<file path="src/csd_pkg.sv">
// Package for the compare, skip, decimal adjust and decrement executor
package csd_pkg;
	localparam logic [7:0] OP_CMP_LESS    = 8'h30;
	localparam logic [7:0] OP_CMP_EQUAL   = 8'h31;
	localparam logic [7:0] OP_CMP_GREATER = 8'h32;
	localparam logic [6:0] OP_DEC_ADJ     = 7'h17;
	localparam logic [6:0] OP_DEC_BYTE    = 7'h03;
	localparam logic [6:0] OP_DEC_SKIPZ   = 7'h0B;
	localparam logic [3:0] NIBBLE_LIMIT   = 4'h9;
	localparam logic [3:0] NIBBLE_FIX     = 4'h6;
	localparam logic [7:0] WORKING_REGISTER_RESET     = 8'h00;
	localparam int         DEST_BIT       = 8;

	typedef struct packed {
		logic overflow_flag;
		logic zero;
		logic digit_carry_flag;
		logic carry;
	} csd_flags_t;

	localparam csd_flags_t FLAGS_RESET = '0;

	typedef struct packed {
		logic       we;
		logic [7:0] addr;
		logic [7:0] data;
	} csd_mem_wr_t;
endpackage : csd_pkg

</file>
<file path="src/csd_exec.sv">
// Executor for compare-skip, decimal adjust and decrement instructions
`timescale 1ns/1ns
module csd_exec (
	input  wire logic                 SYS_CLK,
	input  wire logic                 RST_N,
	input  wire logic                 INSTR_VALID,
	input  wire logic [15:0]          INSTR,
	input  wire logic [7:0]           MEM_RDATA,
	output logic [7:0]                MEM_RADDR,
	output csd_pkg::csd_mem_wr_t      MEM_WR,
	output logic [7:0]                WORKING_REGISTER,
	output csd_pkg::csd_flags_t       FLAGS,
	output logic                      SKIP_NEXT,
	output logic                      IDLE_CYCLE,
	output logic                      DONE
);
	import csd_pkg::*;

	// Operand arrives combinationally from data memory during the same cycle
	logic [7:0] op_hi;
	logic       is_lt;
	logic       is_eq;
	logic       is_gt;
	logic       is_daw;
	logic       is_dec;
	logic       is_dsz;
	logic       dest_sel;
	logic [3:0] lo_nib;
	logic [4:0] hi_sum;
	logic       lo_fix;
	logic       hi_fix;
	logic [7:0] daw_res;
	logic [8:0] dec_wide;
	logic [7:0] dec_res;
	logic       dec_ov;
	logic       dec_dc;
	logic       cmp_skip;
	logic       run;
	logic       idle;
	logic       dest_sel_q;

	assign op_hi    = INSTR[15:8];
	assign run      = INSTR_VALID && !idle;
	assign is_lt    = run && (op_hi == OP_CMP_LESS);
	assign is_eq    = run && (op_hi == OP_CMP_EQUAL);
	assign is_gt    = run && (op_hi == OP_CMP_GREATER);
	assign is_daw   = run && (INSTR[15:9] == OP_DEC_ADJ);
	assign is_dec   = run && (INSTR[15:9] == OP_DEC_BYTE);
	assign is_dsz   = run && (INSTR[15:9] == OP_DEC_SKIPZ);
	assign dest_sel = INSTR[DEST_BIT];

	// Unsigned comparisons on the addressed byte against the working register
	assign cmp_skip = (is_eq && (MEM_RDATA == WORKING_REGISTER))
		|| (is_gt && (MEM_RDATA > WORKING_REGISTER))
		|| (is_lt && (MEM_RDATA < WORKING_REGISTER));

	// Decimal adjust works on the working register, not the addressed byte
	assign lo_fix  = (WORKING_REGISTER[3:0] > NIBBLE_LIMIT) || FLAGS.digit_carry_flag;
	assign lo_nib  = lo_fix ? WORKING_REGISTER[3:0] + NIBBLE_FIX : WORKING_REGISTER[3:0];
	assign hi_fix  = (WORKING_REGISTER[7:4] > NIBBLE_LIMIT) || FLAGS.carry;
	assign hi_sum  = hi_fix ? {1'b0, WORKING_REGISTER[7:4]} + {1'b0, NIBBLE_FIX}
		: {1'b0, WORKING_REGISTER[7:4]};
	// Low-nibble carry is dropped, matching the nibble-wise formula
	assign daw_res = {hi_sum[3:0], lo_nib};

	assign dec_wide = {1'b0, MEM_RDATA} - 9'h001;
	assign dec_res  = dec_wide[7:0];
	assign dec_ov   = (MEM_RDATA == 8'h80);
	assign dec_dc   = (MEM_RDATA[3:0] != 4'h0);

	always_comb begin
		MEM_RADDR = INSTR[7:0];
	end

	// Idle cycle replaces the prefetched instruction after a taken skip
	always_ff @(posedge SYS_CLK) begin
		if (!RST_N) begin
			idle <= 1'b0;
		end else begin
			idle <= cmp_skip || (is_dsz && (dec_res == 8'h00));
		end
	end

	// Destination choice kept one cycle for the checks below
	always_ff @(posedge SYS_CLK) begin
		if (!RST_N) begin
			dest_sel_q <= 1'b0;
		end else begin
			dest_sel_q <= dest_sel;
		end
	end

	always_ff @(posedge SYS_CLK) begin
		if (!RST_N) begin
			SKIP_NEXT  <= 1'b0;
			IDLE_CYCLE <= 1'b0;
			DONE       <= 1'b0;
		end else begin
			SKIP_NEXT  <= cmp_skip || (is_dsz && (dec_res == 8'h00));
			IDLE_CYCLE <= INSTR_VALID && idle;
			DONE       <= run && (is_lt || is_eq || is_gt || is_daw || is_dec || is_dsz);
		end
	end

	// Memory write port; compares never write
	always_ff @(posedge SYS_CLK) begin
		if (!RST_N) begin
			MEM_WR <= '0;
		end else begin
			MEM_WR.we   <= 1'b0;
			MEM_WR.addr <= INSTR[7:0];
			MEM_WR.data <= 8'h00;
			if (is_daw) begin
				MEM_WR.we   <= 1'b1;
				MEM_WR.data <= daw_res;
			end else if ((is_dec || is_dsz) && dest_sel) begin
				MEM_WR.we   <= 1'b1;
				MEM_WR.data <= dec_res;
			end
		end
	end

	always_ff @(posedge SYS_CLK) begin
		if (!RST_N) begin
			WORKING_REGISTER <= WORKING_REGISTER_RESET;
		end else if (is_daw && !dest_sel) begin
			WORKING_REGISTER <= daw_res;
		end else if ((is_dec || is_dsz) && !dest_sel) begin
			WORKING_REGISTER <= dec_res;
		end
	end

	// Compares and the skip-decrement leave flags alone
	always_ff @(posedge SYS_CLK) begin
		if (!RST_N) begin
			FLAGS <= FLAGS_RESET;
		end else if (is_daw) begin
			FLAGS.carry <= hi_sum[4];
		end else if (is_dec) begin
			FLAGS.overflow_flag    <= dec_ov;
			FLAGS.carry            <= (MEM_RDATA != 8'h00);
			FLAGS.digit_carry_flag <= dec_dc;
			FLAGS.zero             <= (dec_res == 8'h00);
		end
	end

	AST_EQ_SKIP: assert property (@(posedge SYS_CLK) disable iff (!RST_N)
		is_eq && (MEM_RDATA == WORKING_REGISTER) |=> SKIP_NEXT)
		else $error("equal compare did not skip");
	AST_GT_SKIP: assert property (@(posedge SYS_CLK) disable iff (!RST_N)
		is_gt |=> SKIP_NEXT == $past(MEM_RDATA > WORKING_REGISTER))
		else $error("greater compare skip wrong");
	AST_LT_SKIP: assert property (@(posedge SYS_CLK) disable iff (!RST_N)
		is_lt |=> SKIP_NEXT == $past(MEM_RDATA < WORKING_REGISTER))
		else $error("less compare skip wrong");
	AST_IDLE_FOLLOWS: assert property (@(posedge SYS_CLK) disable iff (!RST_N)
		SKIP_NEXT && INSTR_VALID |=> IDLE_CYCLE && !DONE && !MEM_WR.we)
		else $error("skip not followed by idle cycle");
	AST_CMP_NO_SIDE: assert property (@(posedge SYS_CLK) disable iff (!RST_N)
		(is_lt || is_eq || is_gt) |=> $stable(FLAGS) && $stable(WORKING_REGISTER) && !MEM_WR.we)
		else $error("compare changed state");
	AST_DAW_DEST: assert property (@(posedge SYS_CLK) disable iff (!RST_N)
		is_daw |=> MEM_WR.we && (dest_sel_q ? $stable(WORKING_REGISTER)
			: WORKING_REGISTER == MEM_WR.data))
		else $error("decimal adjust destination wrong");
	AST_DAW_FLAGS: assert property (@(posedge SYS_CLK) disable iff (!RST_N)
		is_daw |=> FLAGS.zero == $past(FLAGS.zero)
			&& FLAGS.digit_carry_flag == $past(FLAGS.digit_carry_flag) && !SKIP_NEXT)
		else $error("decimal adjust touched other flags");
	AST_DAW_LOW: assert property (@(posedge SYS_CLK) disable iff (!RST_N)
		is_daw && !FLAGS.digit_carry_flag && WORKING_REGISTER[3:0] <= 4'h9
		|=> MEM_WR.data[3:0] == $past(WORKING_REGISTER[3:0]))
		else $error("low nibble altered");
	AST_DSZ_SKIP: assert property (@(posedge SYS_CLK) disable iff (!RST_N)
		is_dsz |=> $stable(FLAGS) && SKIP_NEXT == ($past(MEM_RDATA) == 8'h01))
		else $error("decrement skip wrong");

	// Decode seen from the raw word, not from the decoder's own terms
	AST_LT_DECODE: assert property (@(posedge SYS_CLK) disable iff (!RST_N)
		INSTR_VALID && !idle && INSTR[15:8] == OP_CMP_LESS |=> DONE && !MEM_WR.we)
		else $error("less compare not decoded");

	AST_EQ_DECODE: assert property (@(posedge SYS_CLK) disable iff (!RST_N)
		INSTR_VALID && !idle && INSTR[15:8] == OP_CMP_EQUAL |=> DONE && !MEM_WR.we)
		else $error("equal compare not decoded");

	AST_GT_DECODE: assert property (@(posedge SYS_CLK) disable iff (!RST_N)
		INSTR_VALID && !idle && INSTR[15:8] == OP_CMP_GREATER |=> DONE && !MEM_WR.we)
		else $error("greater compare not decoded");

	AST_DAW_DECODE: assert property (@(posedge SYS_CLK) disable iff (!RST_N)
		INSTR_VALID && !idle && INSTR[15:9] == OP_DEC_ADJ
		|=> DONE && MEM_WR.we && MEM_WR.addr == $past(INSTR[7:0]))
		else $error("decimal adjust not decoded");

	AST_UNDECODED: assert property (@(posedge SYS_CLK) disable iff (!RST_N)
		INSTR_VALID && !idle && !(is_lt || is_eq || is_gt || is_daw || is_dec || is_dsz)
		|=> !DONE && !MEM_WR.we)
		else $error("undecoded word had an effect");

	AST_EQ_NOSKIP: assert property (@(posedge SYS_CLK) disable iff (!RST_N)
		is_eq && MEM_RDATA != WORKING_REGISTER |=> !SKIP_NEXT)
		else $error("equal compare skipped on mismatch");

	AST_GT_NOSKIP_EQ: assert property (@(posedge SYS_CLK) disable iff (!RST_N)
		is_gt && MEM_RDATA == WORKING_REGISTER |=> !SKIP_NEXT)
		else $error("greater compare skipped on equal");

	AST_GT_NOSKIP_LESS: assert property (@(posedge SYS_CLK) disable iff (!RST_N)
		is_gt && MEM_RDATA < WORKING_REGISTER |=> !SKIP_NEXT)
		else $error("greater compare skipped on less");

	AST_LT_NOSKIP_EQ: assert property (@(posedge SYS_CLK) disable iff (!RST_N)
		is_lt && MEM_RDATA == WORKING_REGISTER |=> !SKIP_NEXT)
		else $error("less compare skipped on equal");

	AST_LT_NOSKIP_MORE: assert property (@(posedge SYS_CLK) disable iff (!RST_N)
		is_lt && MEM_RDATA > WORKING_REGISTER |=> !SKIP_NEXT)
		else $error("less compare skipped on greater");

	// The discarded word must leave no trace at all
	AST_SKIP_KILLS: assert property (@(posedge SYS_CLK) disable iff (!RST_N)
		idle && INSTR_VALID
		|=> !DONE && !MEM_WR.we && $stable(WORKING_REGISTER) && $stable(FLAGS))
		else $error("discarded instruction had an effect");

	AST_IDLE_ONCE: assert property (@(posedge SYS_CLK) disable iff (!RST_N)
		IDLE_CYCLE |=> !IDLE_CYCLE)
		else $error("idle cycle lasted too long");

	AST_IDLE_CAUSE: assert property (@(posedge SYS_CLK) disable iff (!RST_N)
		IDLE_CYCLE |-> $past(SKIP_NEXT))
		else $error("idle cycle without a skip");

	AST_NO_SKIP_OTHER: assert property (@(posedge SYS_CLK) disable iff (!RST_N)
		is_daw || is_dec |=> !SKIP_NEXT)
		else $error("non-skip instruction skipped");

	AST_CMP_FLAGS_KEEP: assert property (@(posedge SYS_CLK) disable iff (!RST_N)
		is_lt || is_eq || is_gt |=> FLAGS == $past(FLAGS))
		else $error("compare changed flags");

	AST_DAW_LOW_FIX: assert property (@(posedge SYS_CLK) disable iff (!RST_N)
		is_daw && (WORKING_REGISTER[3:0] > 4'h9 || FLAGS.digit_carry_flag)
		|=> MEM_WR.data[3:0] == $past(WORKING_REGISTER[3:0] + 4'h6))
		else $error("low nibble not corrected");

	AST_DAW_HIGH: assert property (@(posedge SYS_CLK) disable iff (!RST_N)
		is_daw && !FLAGS.carry && WORKING_REGISTER[7:4] <= 4'h9
		|=> MEM_WR.data[7:4] == $past(WORKING_REGISTER[7:4]) && !FLAGS.carry)
		else $error("high nibble altered");

	AST_DAW_HIGH_FIX: assert property (@(posedge SYS_CLK) disable iff (!RST_N)
		is_daw && (WORKING_REGISTER[7:4] > 4'h9 || FLAGS.carry)
		|=> MEM_WR.data[7:4] == $past(WORKING_REGISTER[7:4] + 4'h6))
		else $error("high nibble not corrected");

	AST_DAW_WORKING_REGISTER_KEEP: assert property (@(posedge SYS_CLK) disable iff (!RST_N)
		is_daw && dest_sel |=> $stable(WORKING_REGISTER))
		else $error("decimal adjust wrote register on select one");

	AST_DAW_WORKING_REGISTER_SET: assert property (@(posedge SYS_CLK) disable iff (!RST_N)
		is_daw && !dest_sel |=> WORKING_REGISTER == MEM_WR.data)
		else $error("decimal adjust missed register on select zero");

	AST_DAW_ONE_CYCLE: assert property (@(posedge SYS_CLK) disable iff (!RST_N)
		is_daw |=> DONE)
		else $error("decimal adjust not single cycle");

	// Decrement results and flags, either destination
	AST_DEC_VALUE: assert property (@(posedge SYS_CLK) disable iff (!RST_N)
		is_dec |=> (MEM_WR.we ? MEM_WR.data : WORKING_REGISTER) == $past(MEM_RDATA - 8'h01))
		else $error("decrement value wrong");

	AST_DSZ_VALUE: assert property (@(posedge SYS_CLK) disable iff (!RST_N)
		is_dsz |=> (MEM_WR.we ? MEM_WR.data : WORKING_REGISTER) == $past(MEM_RDATA - 8'h01))
		else $error("skip decrement value wrong");

	AST_DEC_ZERO: assert property (@(posedge SYS_CLK) disable iff (!RST_N)
		is_dec |=> FLAGS.zero == ($past(MEM_RDATA) == 8'h01))
		else $error("decrement zero flag wrong");

	AST_DEC_CARRY: assert property (@(posedge SYS_CLK) disable iff (!RST_N)
		is_dec |=> FLAGS.carry == ($past(MEM_RDATA) != 8'h00))
		else $error("decrement carry flag wrong");

	AST_DEC_OVER: assert property (@(posedge SYS_CLK) disable iff (!RST_N)
		is_dec |=> FLAGS.overflow_flag == ($past(MEM_RDATA) == 8'h80))
		else $error("decrement overflow flag wrong");

	AST_DEC_DC: assert property (@(posedge SYS_CLK) disable iff (!RST_N)
		is_dec |=> FLAGS.digit_carry_flag == ($past(MEM_RDATA[3:0]) != 4'h0))
		else $error("decrement digit carry wrong");

	AST_DEC_ADDR: assert property (@(posedge SYS_CLK) disable iff (!RST_N)
		(is_dec || is_dsz) && dest_sel |=> MEM_WR.we && MEM_WR.addr == $past(INSTR[7:0]))
		else $error("decrement location write wrong");

	AST_DEC_WORKING_REGISTER_KEEP: assert property (@(posedge SYS_CLK) disable iff (!RST_N)
		(is_dec || is_dsz) && dest_sel |=> $stable(WORKING_REGISTER))
		else $error("decrement wrote register on location select");

	AST_DEC_NO_WRITE: assert property (@(posedge SYS_CLK) disable iff (!RST_N)
		(is_dec || is_dsz) && !dest_sel |=> !MEM_WR.we)
		else $error("decrement wrote location on register select");

	AST_DSZ_DONE: assert property (@(posedge SYS_CLK) disable iff (!RST_N)
		is_dsz |=> DONE)
		else $error("skip decrement not completed");
endmodule : csd_exec

</file>
<file path="config.mk">
export PLATFORM = sky130hd
export DESIGN_NAME = csd_exec
export DESIGN_NICKNAME = d
export VERILOG_FILES = /design/src/csd_pkg.sv /design/src/csd_exec.sv
export SDC_FILE = /design/constraint.sdc
export NUM_CORES = 1
export LEC_CHECK = 0
export BUFFER_PORTS_ARGS = -buffer_cell sky130_fd_sc_hd__clkbuf_2
export CORE_UTILIZATION = 40
export DETAILED_ROUTE_END_ITERATION = 10
export PLACE_DENSITY = 0.77
export SETUP_SLACK_MARGIN = 0.3
export SLEW_MARGIN = 20
export SYNTH_ARGS = -nofsm -noshare
export SYNTH_HDL_FRONTEND = slang
export SYNTH_SLANG_ARGS = --single-unit
</file>
<file path="constraint.sdc">
create_clock -name SYS_CLK -period 3.1 [get_ports SYS_CLK]
set_clock_uncertainty 0.15 [all_clocks]
set_input_delay 0.155 -clock SYS_CLK [delete_from_list [all_inputs] [get_ports SYS_CLK]]
set_output_delay 0.155 -clock SYS_CLK [all_outputs]
set_load 0.01 [all_outputs]
</file>
# After elaboration in Yosys (flattened, before gate mapping)
# Cells that the tools add are included.
dict set report classes {
  n_addsub 3
  order_cmp 4
  n_eq_ne 8
  muxes 10
  bitwise_logic 1
  reduce_logical 35
}
# operator count
set op_table {}
lappend op_table {{two-way mux 8 bit} 4}
lappend op_table {{== test 8 x 6 -> 1 bit, second input constant} 3}
lappend op_table {{logical AND 1 bit} 16}
lappend op_table {{logical OR 1 bit} 11}
lappend op_table {{== test 8 bit} 1}
lappend op_table {{== test 8 bit, second input constant} 1}
lappend op_table {{> comparator 4 bit, second input constant} 2}
lappend op_table {{> comparator 8 bit} 1}
lappend op_table {{zero test 8 bit} 1}
lappend op_table {{< comparator 8 bit} 1}
lappend op_table {{nonzero test 8 bit} 1}
lappend op_table {{subtractor 8 x 1 -> 8 bit, second input constant} 1}
lappend op_table {{== test 7 x 2 -> 1 bit, second input constant} 1}
lappend op_table {{== test 7 x 4 -> 1 bit, second input constant} 1}
lappend op_table {{== test 7 x 5 -> 1 bit, second input constant} 1}
lappend op_table {{adder 4 x 3 -> 5 bit, second input constant} 1}
lappend op_table {{two-way mux 5 bit} 1}
lappend op_table {{adder 4 x 3 -> 4 bit, second input constant} 1}
lappend op_table {{two-way mux 1 bit} 4}
lappend op_table {{two-way mux 4 bit} 1}
lappend op_table {{nonzero test 2 bit} 2}
lappend op_table {{nonzero test 4 bit} 1}
lappend op_table {{zero test 1 bit} 2}
lappend op_table {{AND reduction 2 bit} 1}
lappend op_table {{NOT 1 bit} 1}
dict set report word_totals {
  register_bits 32
  elab_cells 72
}

# Longest topological paths before layout
# Gate-level depths: netlist (run 1).
dict set report depth {
  word_depth 9
  depth_mapped 7
}

# Worst setup path before layout (run 1)
# Ideal clock, no wire load.
dict set report synth_timing {
  kind {register to register}
  from {register SKIP_NEXT (netlist name)}
  to {register WORKING_REGISTER[5]}
  arrival_ns 1.860
  path_slack_ns 1.015
  path_stages_with_launch 7
  period_less_slack_ns 2.085
  cell_sequence {dfxtp_1 > or4b_4 > buf_6 > nor3_4 > nand2b_4 > o32a_1 > o22ai_1}
}
# element line
set synth_lines {}
lappend synth_lines {{to (signal assigned)} csd_exec.sv:127} ;# WORKING_REGISTER <= daw_res;
lappend synth_lines {{to (signal assigned)} csd_exec.sv:129} ;# WORKING_REGISTER <= dec_res;
lappend synth_lines {{to (decl)} csd_exec.sv:11} ;# output logic [7:0] WORKING_REGISTER,

# Worst setup path in the final report (run 1)
dict set report layout_timing {
  from {input INSTR_VALID}
  to {register WORKING_REGISTER[6]}
}
dict set report layout_between {
  elab_chain_len 5
  word_cells_on_any_way 9
  cone_classes {1 x mux; 8 x reduce/logical}
}
# element line
set layout_lines {}
lappend layout_lines {{from (decl)} csd_exec.sv:6} ;# input wire logic INSTR_VALID,
lappend layout_lines {{logical AND 1 bit *} csd_exec.sv:43} ;# assign run = INSTR_VALID && !idle;
lappend layout_lines {{logical AND 1 bit (on tied branches)} {csd_exec.sv:48, csd_exec.sv:49}}
lappend layout_lines {{logical OR 1 bit} csd_exec.sv:128} ;# end else if ((is_dec || is_dsz) && !dest_sel) begin
lappend layout_lines {{logical AND 1 bit} csd_exec.sv:128}
lappend layout_lines {{nonzero test 2 bit (no line)} -}
# Every way passes the cells marked *; elsewhere a longest branch is shown, timed or not.
# A chain may end at the register's enable or synchronous reset.

==> reports/qor.yml, run 1 <==
grt-ovfl-total: 0
die_area_mm2: 0.00494
timing.final.crit_share_pct: 78.9
post-cts-setup-buffer-count: 0
detailroute.wirelength.met3_um: 297
h_tree_level_count: 2
global_route_wire_length_before_repair_um: 7930
clk_root_buffer_cell: "clkbuf_8"
yosys_most_used_dff: "dfxtp_1"
grt_util_all_layers_pct: 20.3
rsz0062_at_grt: "false"
final.setup.tns_ns: 0
fillerInstances: 431
top_metal_used: "met4"
via_count: 1761
drv.max_cap_violation_count: 0
cts.sinks: 32
port-buffer-count: 66
timing.hold.worst.class: "input port to register"
routed_via_count_divided_by_cell_count: 5.35
yosys_warnings: 0
cp_slowest_stage_delay_ns: 0.71
netlist.area_leader.share_pct: 34.3
setup.worst_path.class: "input port to register"
drive_gt1_share_pct: 31.0
syn2layout_area_growth_pct: 27.1
layout.nets: 316
core_region_area_mm2: 0.00441
cp_num_buf_inv: 2
achievable-frequency_mhz: 409
critical_path_arrival_ns: 2.48
postSynthRegisterBits: 32
timing.critical_path.to_type: "register"
synthDominantAreaCellType: "dfxtp_1"
pin_count_of_the_biggest_net_entering_global_routing: 20
antennaDiodeCount: 0
drtPass1Iterations: 4
detail_route.wirelength_um: 4780
netlist_area_mm2: 0.00187
cts.clk_slew.worst_paths_ns: 0.07
detailed_place_hpwl_um: 3500
remaining_antenna_violation_count_after_routing: 0
number_of_clock_buffers_inserted_by_tritoncts: 5
syn-instance-count: 208
final_max_slew_viol_count: 0
irDropWorstVdd_mv: 0.257
critical_path.max_fanout: 14
worst_slew_margin_rel_pct: 50.2
die_h_um: 70.3
critical_path.top_delay_family: "simple AND/OR/NAND/NOR gates"
floorplan.initialDensity_pct: 42.3
timing.final.crit_period_ns: 2.45
timing_worst_slew_pin_value_ns: 0.742
antenna_found_initial: 0
wl_met2_um: 2300
remaining_drc_errors: 0
worst_setup_path_start_kind: "input port"
p_total_uw: 932
worstPathRequired_ns: 3.13
floorplan.die.width_um: 70.3
max-clock-path-buffers: 2
netlist_top_cells_area: "dfxtp_1 34%, ha_1 8.7%, nor2_1 4.2%, buf_4 3.6%, nor4_4 3.4%"
mappedNetlistNets: 248
hold_path_startpoint: "INSTR[12]"
finish.cell_count_without_fillers: 329
synth.avg_cell_area_um2: 8.97
top_level_ports: 67
postSynth.asyncResetShare_pct: 0
synth.most_common_cell: "dfxtp_1"
clk-insertion-delay-late_ns: 0.28
yosysSeqAreaShare_pct: 34.3
routedWlPerCell_um: 14.5
total_leakage_power_uw: 0.00101
critical-path-slowest-cell: "nor4_4"
gp_congestion: 0.898
placed_cells: 311
grt_pass1_vias: 1655
synth_common_cells: "32 x dfxtp_1, 21 x nor2_1, 13 x ha_1, 13 x inv_1, 12 x nand2_1"
hold_viol_final: 0
yosysUniqueCellTypes: 51
power_per_cell_area_mw_per_mm2: 393
row_count: 24
run_status: "finished clean"
synth_edf_count: 0
drt_iter0_markers: 123
finalSetupViolCount: 0
m1WireLength_um: 2130
cp_cell_sequence: "dlygate4sd3_1 > clkbuf_2 > or4b_4 > nor4_4 > a21oi_1 > a31o_2"
timing_startpoint_of_the_critical_path: "INSTR_VALID"
critical_path.reg2reg.startpoint: "SKIP_NEXT"
tritoncts: "done"
## layout make-up
| type | count | area (um^2) | share of cell area [%] |
|---|---|---|---|
| Timing Repair Buffer | 76 | 430 | 18.1 |
| Inverter | 14 | 52.6 | 2.22 |
| Tap cell | 52 | 65.1 | 2.74 |
| Clock buffer | 6 | 72.6 | 3.06 |
| Sequential cell | 32 | 641 | 27.0 |
| Multi-Input combinational cell | 147 | 1080 | 45.4 |
| Clock inverter | 2 | 35.0 | 1.48 |
## final timing paths
kind / cells past startpoint / to / slack, ns
worst min register to register: 2 / FLAGS[2] / 0.33
worst max register to register: 4 / WORKING_REGISTER[6] / 0.74
worst max-delay path: 6 / WORKING_REGISTER[6] / 0.65
worst min-delay path: 3 / SKIP_NEXT / 0.11
## report_power, final
group / switching, uW / internal, uW / leakage [uW]
combinational: 65.5 / 49.6 / 0.000692
clock: 160 / 238 / 0.0000552
sequential: 2.04 / 417 / 0.000260
## per-stage QoR
step / hold slack [ns] / instance area [um^2] / util [%] / setup slack, ns
2_1_floorplan: 0.101 / 1870 / - / 1.01
3_3_place_gp: 0.226 / 2160 / 49.0 / 0.817
3_5_place_dp: 0.231 / 2160 / 49.0 / 0.728
4_1_cts: 0.103 / 2370 / 53.7 / 0.624
5_1_grt: 0.120 / 2370 / 53.7 / 0.531
6_report: 0.107 / 2370 / 53.7 / 0.654
## sequential cells by signal, summed over array words and instances, names as in the netlist
register,count
WORKING_REGISTER,8
DONE,1
SKIP_NEXT,1
FLAGS,4
IDLE_CYCLE,1
MEM_WR,17
## kinds of logic (layout without fill, tap and decap cells)
logic type                 after synthesis  after routing  share of synthesized area, %
adders and majority gates               13             13                          8.71
buffers and inverters                   29             98                          8.04
xor gates and xnor gates                 8              8                          3.75
AOI/OAI and AO/OA                       45             45                          16.7
and+or+nand+nor                         77             77                          26.3
muxes                                    4              4                          2.21
DFF                                     32             32                          34.3
## metal layers
layer	track usage, %	up-vias
met1	26.0	818
met5	0	-
li1	-	872
met2	32.9	64
met4	6.89	0
met3	5.05	7
## worst reg2reg max path, delay by kind of cell, from the launching register on
kind | cells | cell delay, ns
compound gates | 2 | 0.41
flops | 1 | 0.34
simple gates | 2 | 1.37
## cell usage in the layout (no fill, tap or decap), types with 2 or more instances in the layout
master,synthesis,routed
clkbuf_2,0,66
dfxtp_1,32,32
nor2_1,21,21
inv_1,13,13
ha_1,13,13
nand2_1,12,12
and2_1,10,10
a21oi_1,10,10
dlygate4sd3_1,0,10
o21ai_0,5,5
a211oi_1,5,5
clkbuf_8,0,5
xor2_1,4,4
nand2b_1,4,4
xnor2_1,4,4
mux2i_1,3,3
a32oi_1,3,3
o22a_1,3,3
nor4_4,3,3
nand3_1,3,3
nor3_1,3,3
nand4_1,3,3
o22ai_1,3,3
nor3_4,2,2
nand3b_1,2,2
o21a_1,2,2
a31o_2,2,2
o211ai_1,2,2
nor4b_1,2,2
a31oi_1,2,2
o31ai_1,2,2
## repair_timing
item                                   in CTS  in global routing
hold buffers                               10                  0
endpoints found under the hold margin      11                  0
gates resized for setup                     0                  0
Note: power is estimated with default switching activity, not from simulation.
==> inputs of run 2 (changes only) <==
==> constraint.sdc (replaced) <==
create_clock -name SYS_CLK -period 2.6 [get_ports SYS_CLK]
set_clock_uncertainty 0.15 [all_clocks]
set_input_delay 0.13 -clock SYS_CLK [delete_from_list [all_inputs] [get_ports SYS_CLK]]
set_output_delay 0.13 -clock SYS_CLK [all_outputs]
set_load 0.01 [all_outputs]
==> run 2 against run 1 <==
  * Non-clock buffer count rose by 1
  * Cell count rose by 0.30%
  * Worst setup slack got worse by 0.27 ns
  * First-iteration DRC count grew 7.3%
  * Largest power group unchanged
  * Highest routed layer unchanged
  * Die area unchanged
  * Hold slack worse by 0.056 ns
  * Routed wire length increased by 4.5%
==> reports/qor.yml, run 2 (same netlist as run 1, synthesis figures left out) <==
run_status: "finished clean"
syn2layout_area_growth_pct: 27.9
mostFrequentLayoutCell: "clkbuf_2"
wl_met2_um: 2460  # +6.9%
drt_iter0_markers: 132  # +7.3%
timing.final.ws_setup_ns: 0.379  # -0.275 ns
gp_congestion: 0.910  # +1.2%
place_area_mm2: 0.00217  # +0.35%
detail_route.wirelength_um: 4990  # +4.5%
timing.hold.worst_endpoint: "SKIP_NEXT"
post-cts-setup-buffer-count: 0  # unchanged
timing.critical_path.to_type: "register"
layout.nets: 317  # +0.32%
critical_path.reg2reg.startpoint: "SKIP_NEXT"
h_tree_level_count: 2  # unchanged
total_leakage_power_uw: 0.00101  # +0.73%
number_of_clock_buffers_inserted_by_tritoncts: 5  # unchanged
achievable-frequency_mhz: 450
registers_with_the_most_flip_flops: "MEM_WR (17), WORKING_REGISTER (8), FLAGS (4)"
mostFrequentLayoutCells: "66 x clkbuf_2, 32 x dfxtp_1, 21 x nor2_1, 13 x inv_1, 13 x ha_1"
antennaDiodeCount: 0  # unchanged
rsz0062_at_grt: "false"
dpl_worst_slack_ns: 0.416  # -0.312 ns
antenna_found_initial: 0  # unchanged
reg2reg_setup_slack_ns: 0.43  # -0.31 ns
hold_viol_final: 0  # unchanged
detailroute.wirelength.met3_um: 384  # +29%
min_delay_path_depth: 3  # unchanged
critical_path.max_fanout: 8  # -6
top_metal_used: "met4"
worstPathRequired_ns: 2.66  # -0.47 ns
drv.max_cap_violation_count: 0  # unchanged
die_h_um: 70.3  # unchanged
setup.worst_path.class: "input port to register"
port-buffer-count: 66  # unchanged
pin_count_of_the_biggest_net_entering_global_routing: 20  # unchanged
timing_worst_slew_pin_value_ns: 0.559  # -0.183 ns
row_count: 24  # unchanged
floorplan.initialDensity_pct: 42.3  # unchanged
routed_via_count_divided_by_cell_count: 5.46  # +2.1%
die_area_mm2: 0.00494  # unchanged
max_flop_register: "MEM_WR"
routedWlPerCell_um: 15.1  # +4.2%
worst_setup_path_start_kind: "input port"
timing.final.crit_period_ns: 2.22
reg2reg_to: "WORKING_REGISTER[5]"
detailed_place_hpwl_um: 3550  # +1.3%
final.setup.tns_ns: 0  # unchanged
final_max_slew_viol_count: 0  # unchanged
remaining_drc_errors: 0  # unchanged
via_count: 1803  # +2.4%
power_per_cell_area_mw_per_mm2: 471  # +20%
tritoncts: "done"
core_region_area_mm2: 0.00441  # unchanged
m1WireLength_um: 2080  # -2.0%
top_level_ports: 67  # unchanged
grt_pass1_vias: 1629  # -1.6%
global_route_wire_length_before_repair_um: 8030  # +1.3%
clk-insertion-delay-late_ns: 0.29  # about the same
drtPass1Iterations: 4  # unchanged
floorplan.die.width_um: 70.3  # unchanged
irDropWorstVdd_mv: 0.193  # -25%
grt_util_all_layers_pct: 21.1  # +0.82 points
timing.hold.worst.class: "input port to register"
cts.sinks: 32  # unchanged
critical_path_arrival_ns: 2.28  # -0.20 ns
clk_root_buffer_cell: "clkbuf_8"
drive_gt1_share_pct: 32.0  # +0.97 points
largest_register_ffs: 17  # unchanged
hold_path_startpoint: "INSTR[9]"
remaining_antenna_violation_count_after_routing: 0  # unchanged
timing.final.crit_share_pct: 85.4
post-route-cell-area_mm2: 0.00239  # +0.69%
grt-ovfl-total: 0  # unchanged
max-clock-path-buffers: 2  # unchanged
worst_slew_margin_rel_pct: 62.5  # +12 points
finalSetupViolCount: 0  # unchanged
rr_worst_depth: 5  # +1
cts.clk_slew.worst_paths_ns: 0.07  # about the same
run 2: changes by cell type in the layout (fill, tap and decap cells not counted), sizes merged:
cell  delta
buf      +1
run 2: critical path, cell delays in order:
cell and delay (ns):
dlygate4sd3_1 0.53, clkbuf_2 0.11, or4b_4 0.58, nor3_4 0.32, nand2b_4 0.12, o32a_1 0.34, o22ai_1 0.16
run 2: final cells by class:
cell class	count	area, um^2
well taps	52	65.1
flip-flops and latches	32	641
clock buffers	6	72.6
multi-input cells	147	1080
clock inverters	2	35.0
inverters	14	52.6
repair buffers	77	438
fillers	413	2030
run 2: metrics by stage:
stage          utilization, %  std cells  hold slack, ns  total power, uW
2_1_floorplan               -        208          0.0756              589
3_3_place_gp             49.2        312           0.201              634
3_5_place_dp             49.2        312           0.205              636
4_1_cts                  53.9        330          0.0525             1130
5_1_grt                  54.1        330          0.0891             1170
6_report                 54.1        330          0.0505             1120
run 2: worst max-delay path by stage:
stage,end,start
after CTS,FLAGS[1],INSTR_VALID
after global placement,WORKING_REGISTER[5],SKIP_NEXT
after detailed placement,WORKING_REGISTER[5],SKIP_NEXT
after global routing,WORKING_REGISTER[7],INSTR_VALID
after floorplan,WORKING_REGISTER[5],SKIP_NEXT
final,WORKING_REGISTER[5],INSTR_VALID
run 2: routing by layer:
layer	vias to the layer above	global-route usage (%)
li1	876	-
met1	845	26.0
met2	75	35.4
met3	7	5.63
met4	0	6.67
met5	-	0
run 2: timing repair:
action / 4_1_cts / 5_1_grt
resized for setup: 0 / 2
setup endpoints to repair: 0 / 7
endpoints found under the hold margin: 11 / 0
hold buffers: 10 / 0
run 2: power breakdown:
part / total, uW / switching, uW / internal [uW]
Combinational: 140 / 80.0 / 59.9
Sequential: 500 / 2.28 / 497
Clock: 485 / 200 / 284
==> inputs of run 3 (changes only) <==
--- a/config.mk
+++ b/config.mk
@@ -5,10 +5,11 @@
 export SDC_FILE = /design/constraint.sdc
 export NUM_CORES = 1
 export LEC_CHECK = 0
+export ABC_AREA = 1
 export BUFFER_PORTS_ARGS = -buffer_cell sky130_fd_sc_hd__clkbuf_2
 export CORE_UTILIZATION = 40
 export DETAILED_ROUTE_END_ITERATION = 10
-export PLACE_DENSITY = 0.77
+export PLACE_DENSITY = 0.76
 export SETUP_SLACK_MARGIN = 0.3
 export SLEW_MARGIN = 20
 export SYNTH_ARGS = -nofsm -noshare
==> run 3 against run 2 <==
  * The run now ends with DRC left
  * Combinational power hardly changed
  * Critical path depth increased by 3
  * Cell count grew 26%
  * Sequential power about the same
  * Die area up 2.7%
  * Utilization is 0.70 points higher
  * First-iteration DRC count increased by 24%
  * Total power fell by 1.3%
  * Hold slack worse by 0.0074 ns
  * Maximum frequency rose by 14%
  * Routed wire length decreased by 2.5%
  * Area after synthesis up 2.8%
  * Largest cell class unchanged
  * Largest power group unchanged
  * Highest routed layer unchanged
==> reports/qor.yml, run 3 <==
tritoncts: "done"
core_region_area_mm2: 0.00447  # +1.4%
port-buffer-count: 66  # unchanged
finalSetupViolCount: 0  # unchanged
run_status: "finished with violations"
worstPathRequired_ns: 2.65  # about the same
worst_slew_margin_rel_pct: 67.0  # +4.5 points
placed_cells: 398  # +28%
total_leakage_power_uw: 0.00135  # +33%
row_count: 24  # unchanged
antenna_found_initial: 0  # unchanged
power_per_cell_area_mw_per_mm2: 452  # -3.9%
drv.max_cap_violation_count: 0  # unchanged
routedWlPerCell_um: 11.7  # -23%
drtPass1Iterations: 8  # +4
timing.final.crit_period_ns: 1.95  # -0.275 ns
number_of_clock_buffers_inserted_by_tritoncts: 5  # unchanged
cts.sinks: 32  # unchanged
mostFrequentLayoutCell: "nand2_1"
synth.most_common_cell: "nand2_1"
remaining_antenna_violation_count_after_routing: 0  # unchanged
dpl_worst_slack_ns: 0.899  # +0.483 ns
setup.worst_path.class: "input port to register"
syn-instance-count: 291  # +40%
yosys_most_used_dff: "dfxtp_1"
irDropWorstVdd_mv: 0.355  # +84%
failed_checks: "DRC"
seq_power_share_pct: 45.1  # +0.7 points
remaining_drc_errors: 6  # +6
layout.nets: 403  # +27%
share_of_power_burned_in_combinational_logic_pct: 12.9  # +0.5 points
gp_congestion: 0.959  # +5.4%
cell_internal_pwr_uw: 839  # -0.34%
rsz0062_at_grt: "false"
final_max_slew_viol_count: 0  # unchanged
die_h_um: 71.3  # +1.4%
detailed_place_hpwl_um: 3770  # +6.4%
yosys_warnings: 0  # unchanged
detail_route.wirelength_um: 4870  # -2.5%
synthDominantAreaCellType: "dfxtp_1"
drt_iter0_markers: 164  # +24%
cts.clk_slew.worst_paths_ns: 0.07  # about the same
postSynth.asyncResetShare_pct: 0  # unchanged
syn2layout_area_growth_pct: 27.8
antennaDiodeCount: 0  # unchanged
timing.final.crit_share_pct: 74.8  # -11 points
critical_path.reg2reg.startpoint: "WORKING_REGISTER[7]"
post-cts-setup-buffer-count: 0  # unchanged
yosysSeqAreaShare_pct: 33.4  # -0.94 points
timing_startpoint_of_the_critical_path: "MEM_RDATA[0]"
postLayoutCoreUtil_pct: 54.8  # +0.70 points
global_route_wire_length_before_repair_um: 7940  # -1.2%
floorplan.initialDensity_pct: 42.9  # +0.61 points
synth_common_cells: "73 x nand2_1, 51 x inv_1, 34 x nor2_1, 32 x dfxtp_1, 19 x a21oi_1"
drive_gt1_share_pct: 23.4  # -8.7 points
floorplan.die.width_um: 71.3  # +1.4%
clk-insertion-delay-late_ns: 0.28  # about the same
hold_path_startpoint: "MEM_RDATA[7]"
p_total_uw: 1110  # -1.3%
via_count: 2014  # +12%
grt-ovfl-total: 0  # unchanged
netlist_top_cells_area: "dfxtp_1 33%, nand2_1 14%, inv_1 10%, ha_1 8.5%, nor2_1 6.6%"
routed_via_count_divided_by_cell_count: 4.84  # -11%
achievable-frequency_mhz: 514  # +14%
final.setup.tns_ns: 0  # unchanged
finish.cell_count_without_fillers: 416  # +26%
timing_worst_slew_pin_value_ns: 0.494  # -0.0644 ns
top_level_ports: 67  # unchanged
mappedNetlistNets: 331  # +33%
max-clock-path-buffers: 2  # unchanged
yosysUniqueCellTypes: 27  # -47%
pin_count_of_the_biggest_net_entering_global_routing: 20  # unchanged
timing.hold.worst.class: "input port to register"
share_clk_of_total_power_pct: 42.0  # -1.1 points
critical_path_arrival_ns: 2.00  # -0.28 ns
synth_edf_count: 0  # unchanged
grt_util_all_layers_pct: 19.9  # -1.2 points
max_flop_register: "MEM_WR"
largest_register_ffs: 17  # unchanged
critical_path.max_fanout: 4  # -4
h_tree_level_count: 2  # unchanged
postSynthRegisterBits: 32  # unchanged
timing.critical_path.to_type: "register"
reg2reg_setup_slack_ns: 0.88  # +0.45 ns
mostFrequentLayoutCells: "73 x nand2_1, 66 x clkbuf_2, 51 x inv_1, 34 x nor2_1, 32 x dfxtp_1"
netlist.area_leader.share_pct: 33.4  # -0.94 points
registers_with_the_most_flip_flops: "MEM_WR (17), WORKING_REGISTER (8), FLAGS (4)"
clk_root_buffer_cell: "clkbuf_8"
timing.final.ws_setup_ns: 0.654  # +0.275 ns
worst_setup_path_start_kind: "input port"
netlist_area_mm2: 0.00192  # +2.8%
die_area_mm2: 0.00508  # +2.7%
netSwitchingFraction_pct: 24.4  # -0.77 points
hold_viol_final: 0  # unchanged
synth.avg_cell_area_um2: 6.60  # -27%
grt_pass1_vias: 1812  # +11%
total_switching_power_uw: 270  # -4.4%
==> run 3: changes by cell type after synthesis, sizes merged, moves of 5 or more <==
cell,delta
inv,+39
a21oi,+9
nand2b,-5
o21ai,+12
and2,-10
nand2,+64
nand3,+14
nor2,+17
==> run 3: area by class of cell <==
cell class,instances,area [um^2]
Fill cell,446,2020
Multi-Input combinational cell,196,1010
Sequential cell,32,641
Timing Repair Buffer,76,430
Inverter,52,195
Clock buffer,5,68.8
Tap cell,52,65.1
Clock inverter,3,42.5
==> run 3: metal layers <==
metal	share of wire, %	GRT usage, %
met5	0	0
met4	2.1	6.89
met3	6.7	5.77
met2	48	35.6
met1	43	22.5
==> run 3: timing repair <==
action,in CTS,in global routing
endpoints found under the hold margin,10,0
hold buffers,10,0
gates resized for setup,0,0
==> run 3: power groups by stage <==
stage	Sequential [uW]	Clock (uW)	Combinational, uW
after global placement	511	0	128
after global routing	500	496	160
after floorplan	515	0	77.1
after detailed placement	511	0	131
after CTS	500	478	143
final	500	466	143
==> run 3: stage by stage <==
stage / area [um^2] / hold slack, ns
2_1_floorplan: 1920 / 0.0694
3_3_place_gp: 2240 / 0.175
3_5_place_dp: 2240 / 0.182
4_1_cts: 2450 / 0.0373
5_1_grt: 2450 / 0.0468
6_report: 2450 / 0.0431
==> run 3: final timing paths <==
path,to,cells after the start
worst min-delay path,FLAGS[3],3
worst max-delay path,SKIP_NEXT,10
worst min register to register,IDLE_CYCLE,2
worst max register to register,SKIP_NEXT,11
==> run 3: cells by family after synthesis <==
family / Yosys count / synth area share, %
simple gates: 139 / 31.3
buf+inv: 63 / 14.0
compound gates: 40 / 11.0
flops: 32 / 33.4
fa+ha+maj: 13 / 8.47
xor+xnor: 4 / 1.83
==> run 3: critical path: stages <==
cell and delay [ns]:
dlygate4sd3_1 0.53, clkbuf_2 0.13, inv_1 0.13, ha_1 0.24, nand2_1 0.10, o21ai_1 0.12
nand2_1 0.13, nor2_1 0.21, nand3b_1 0.11, a21oi_1 0.17
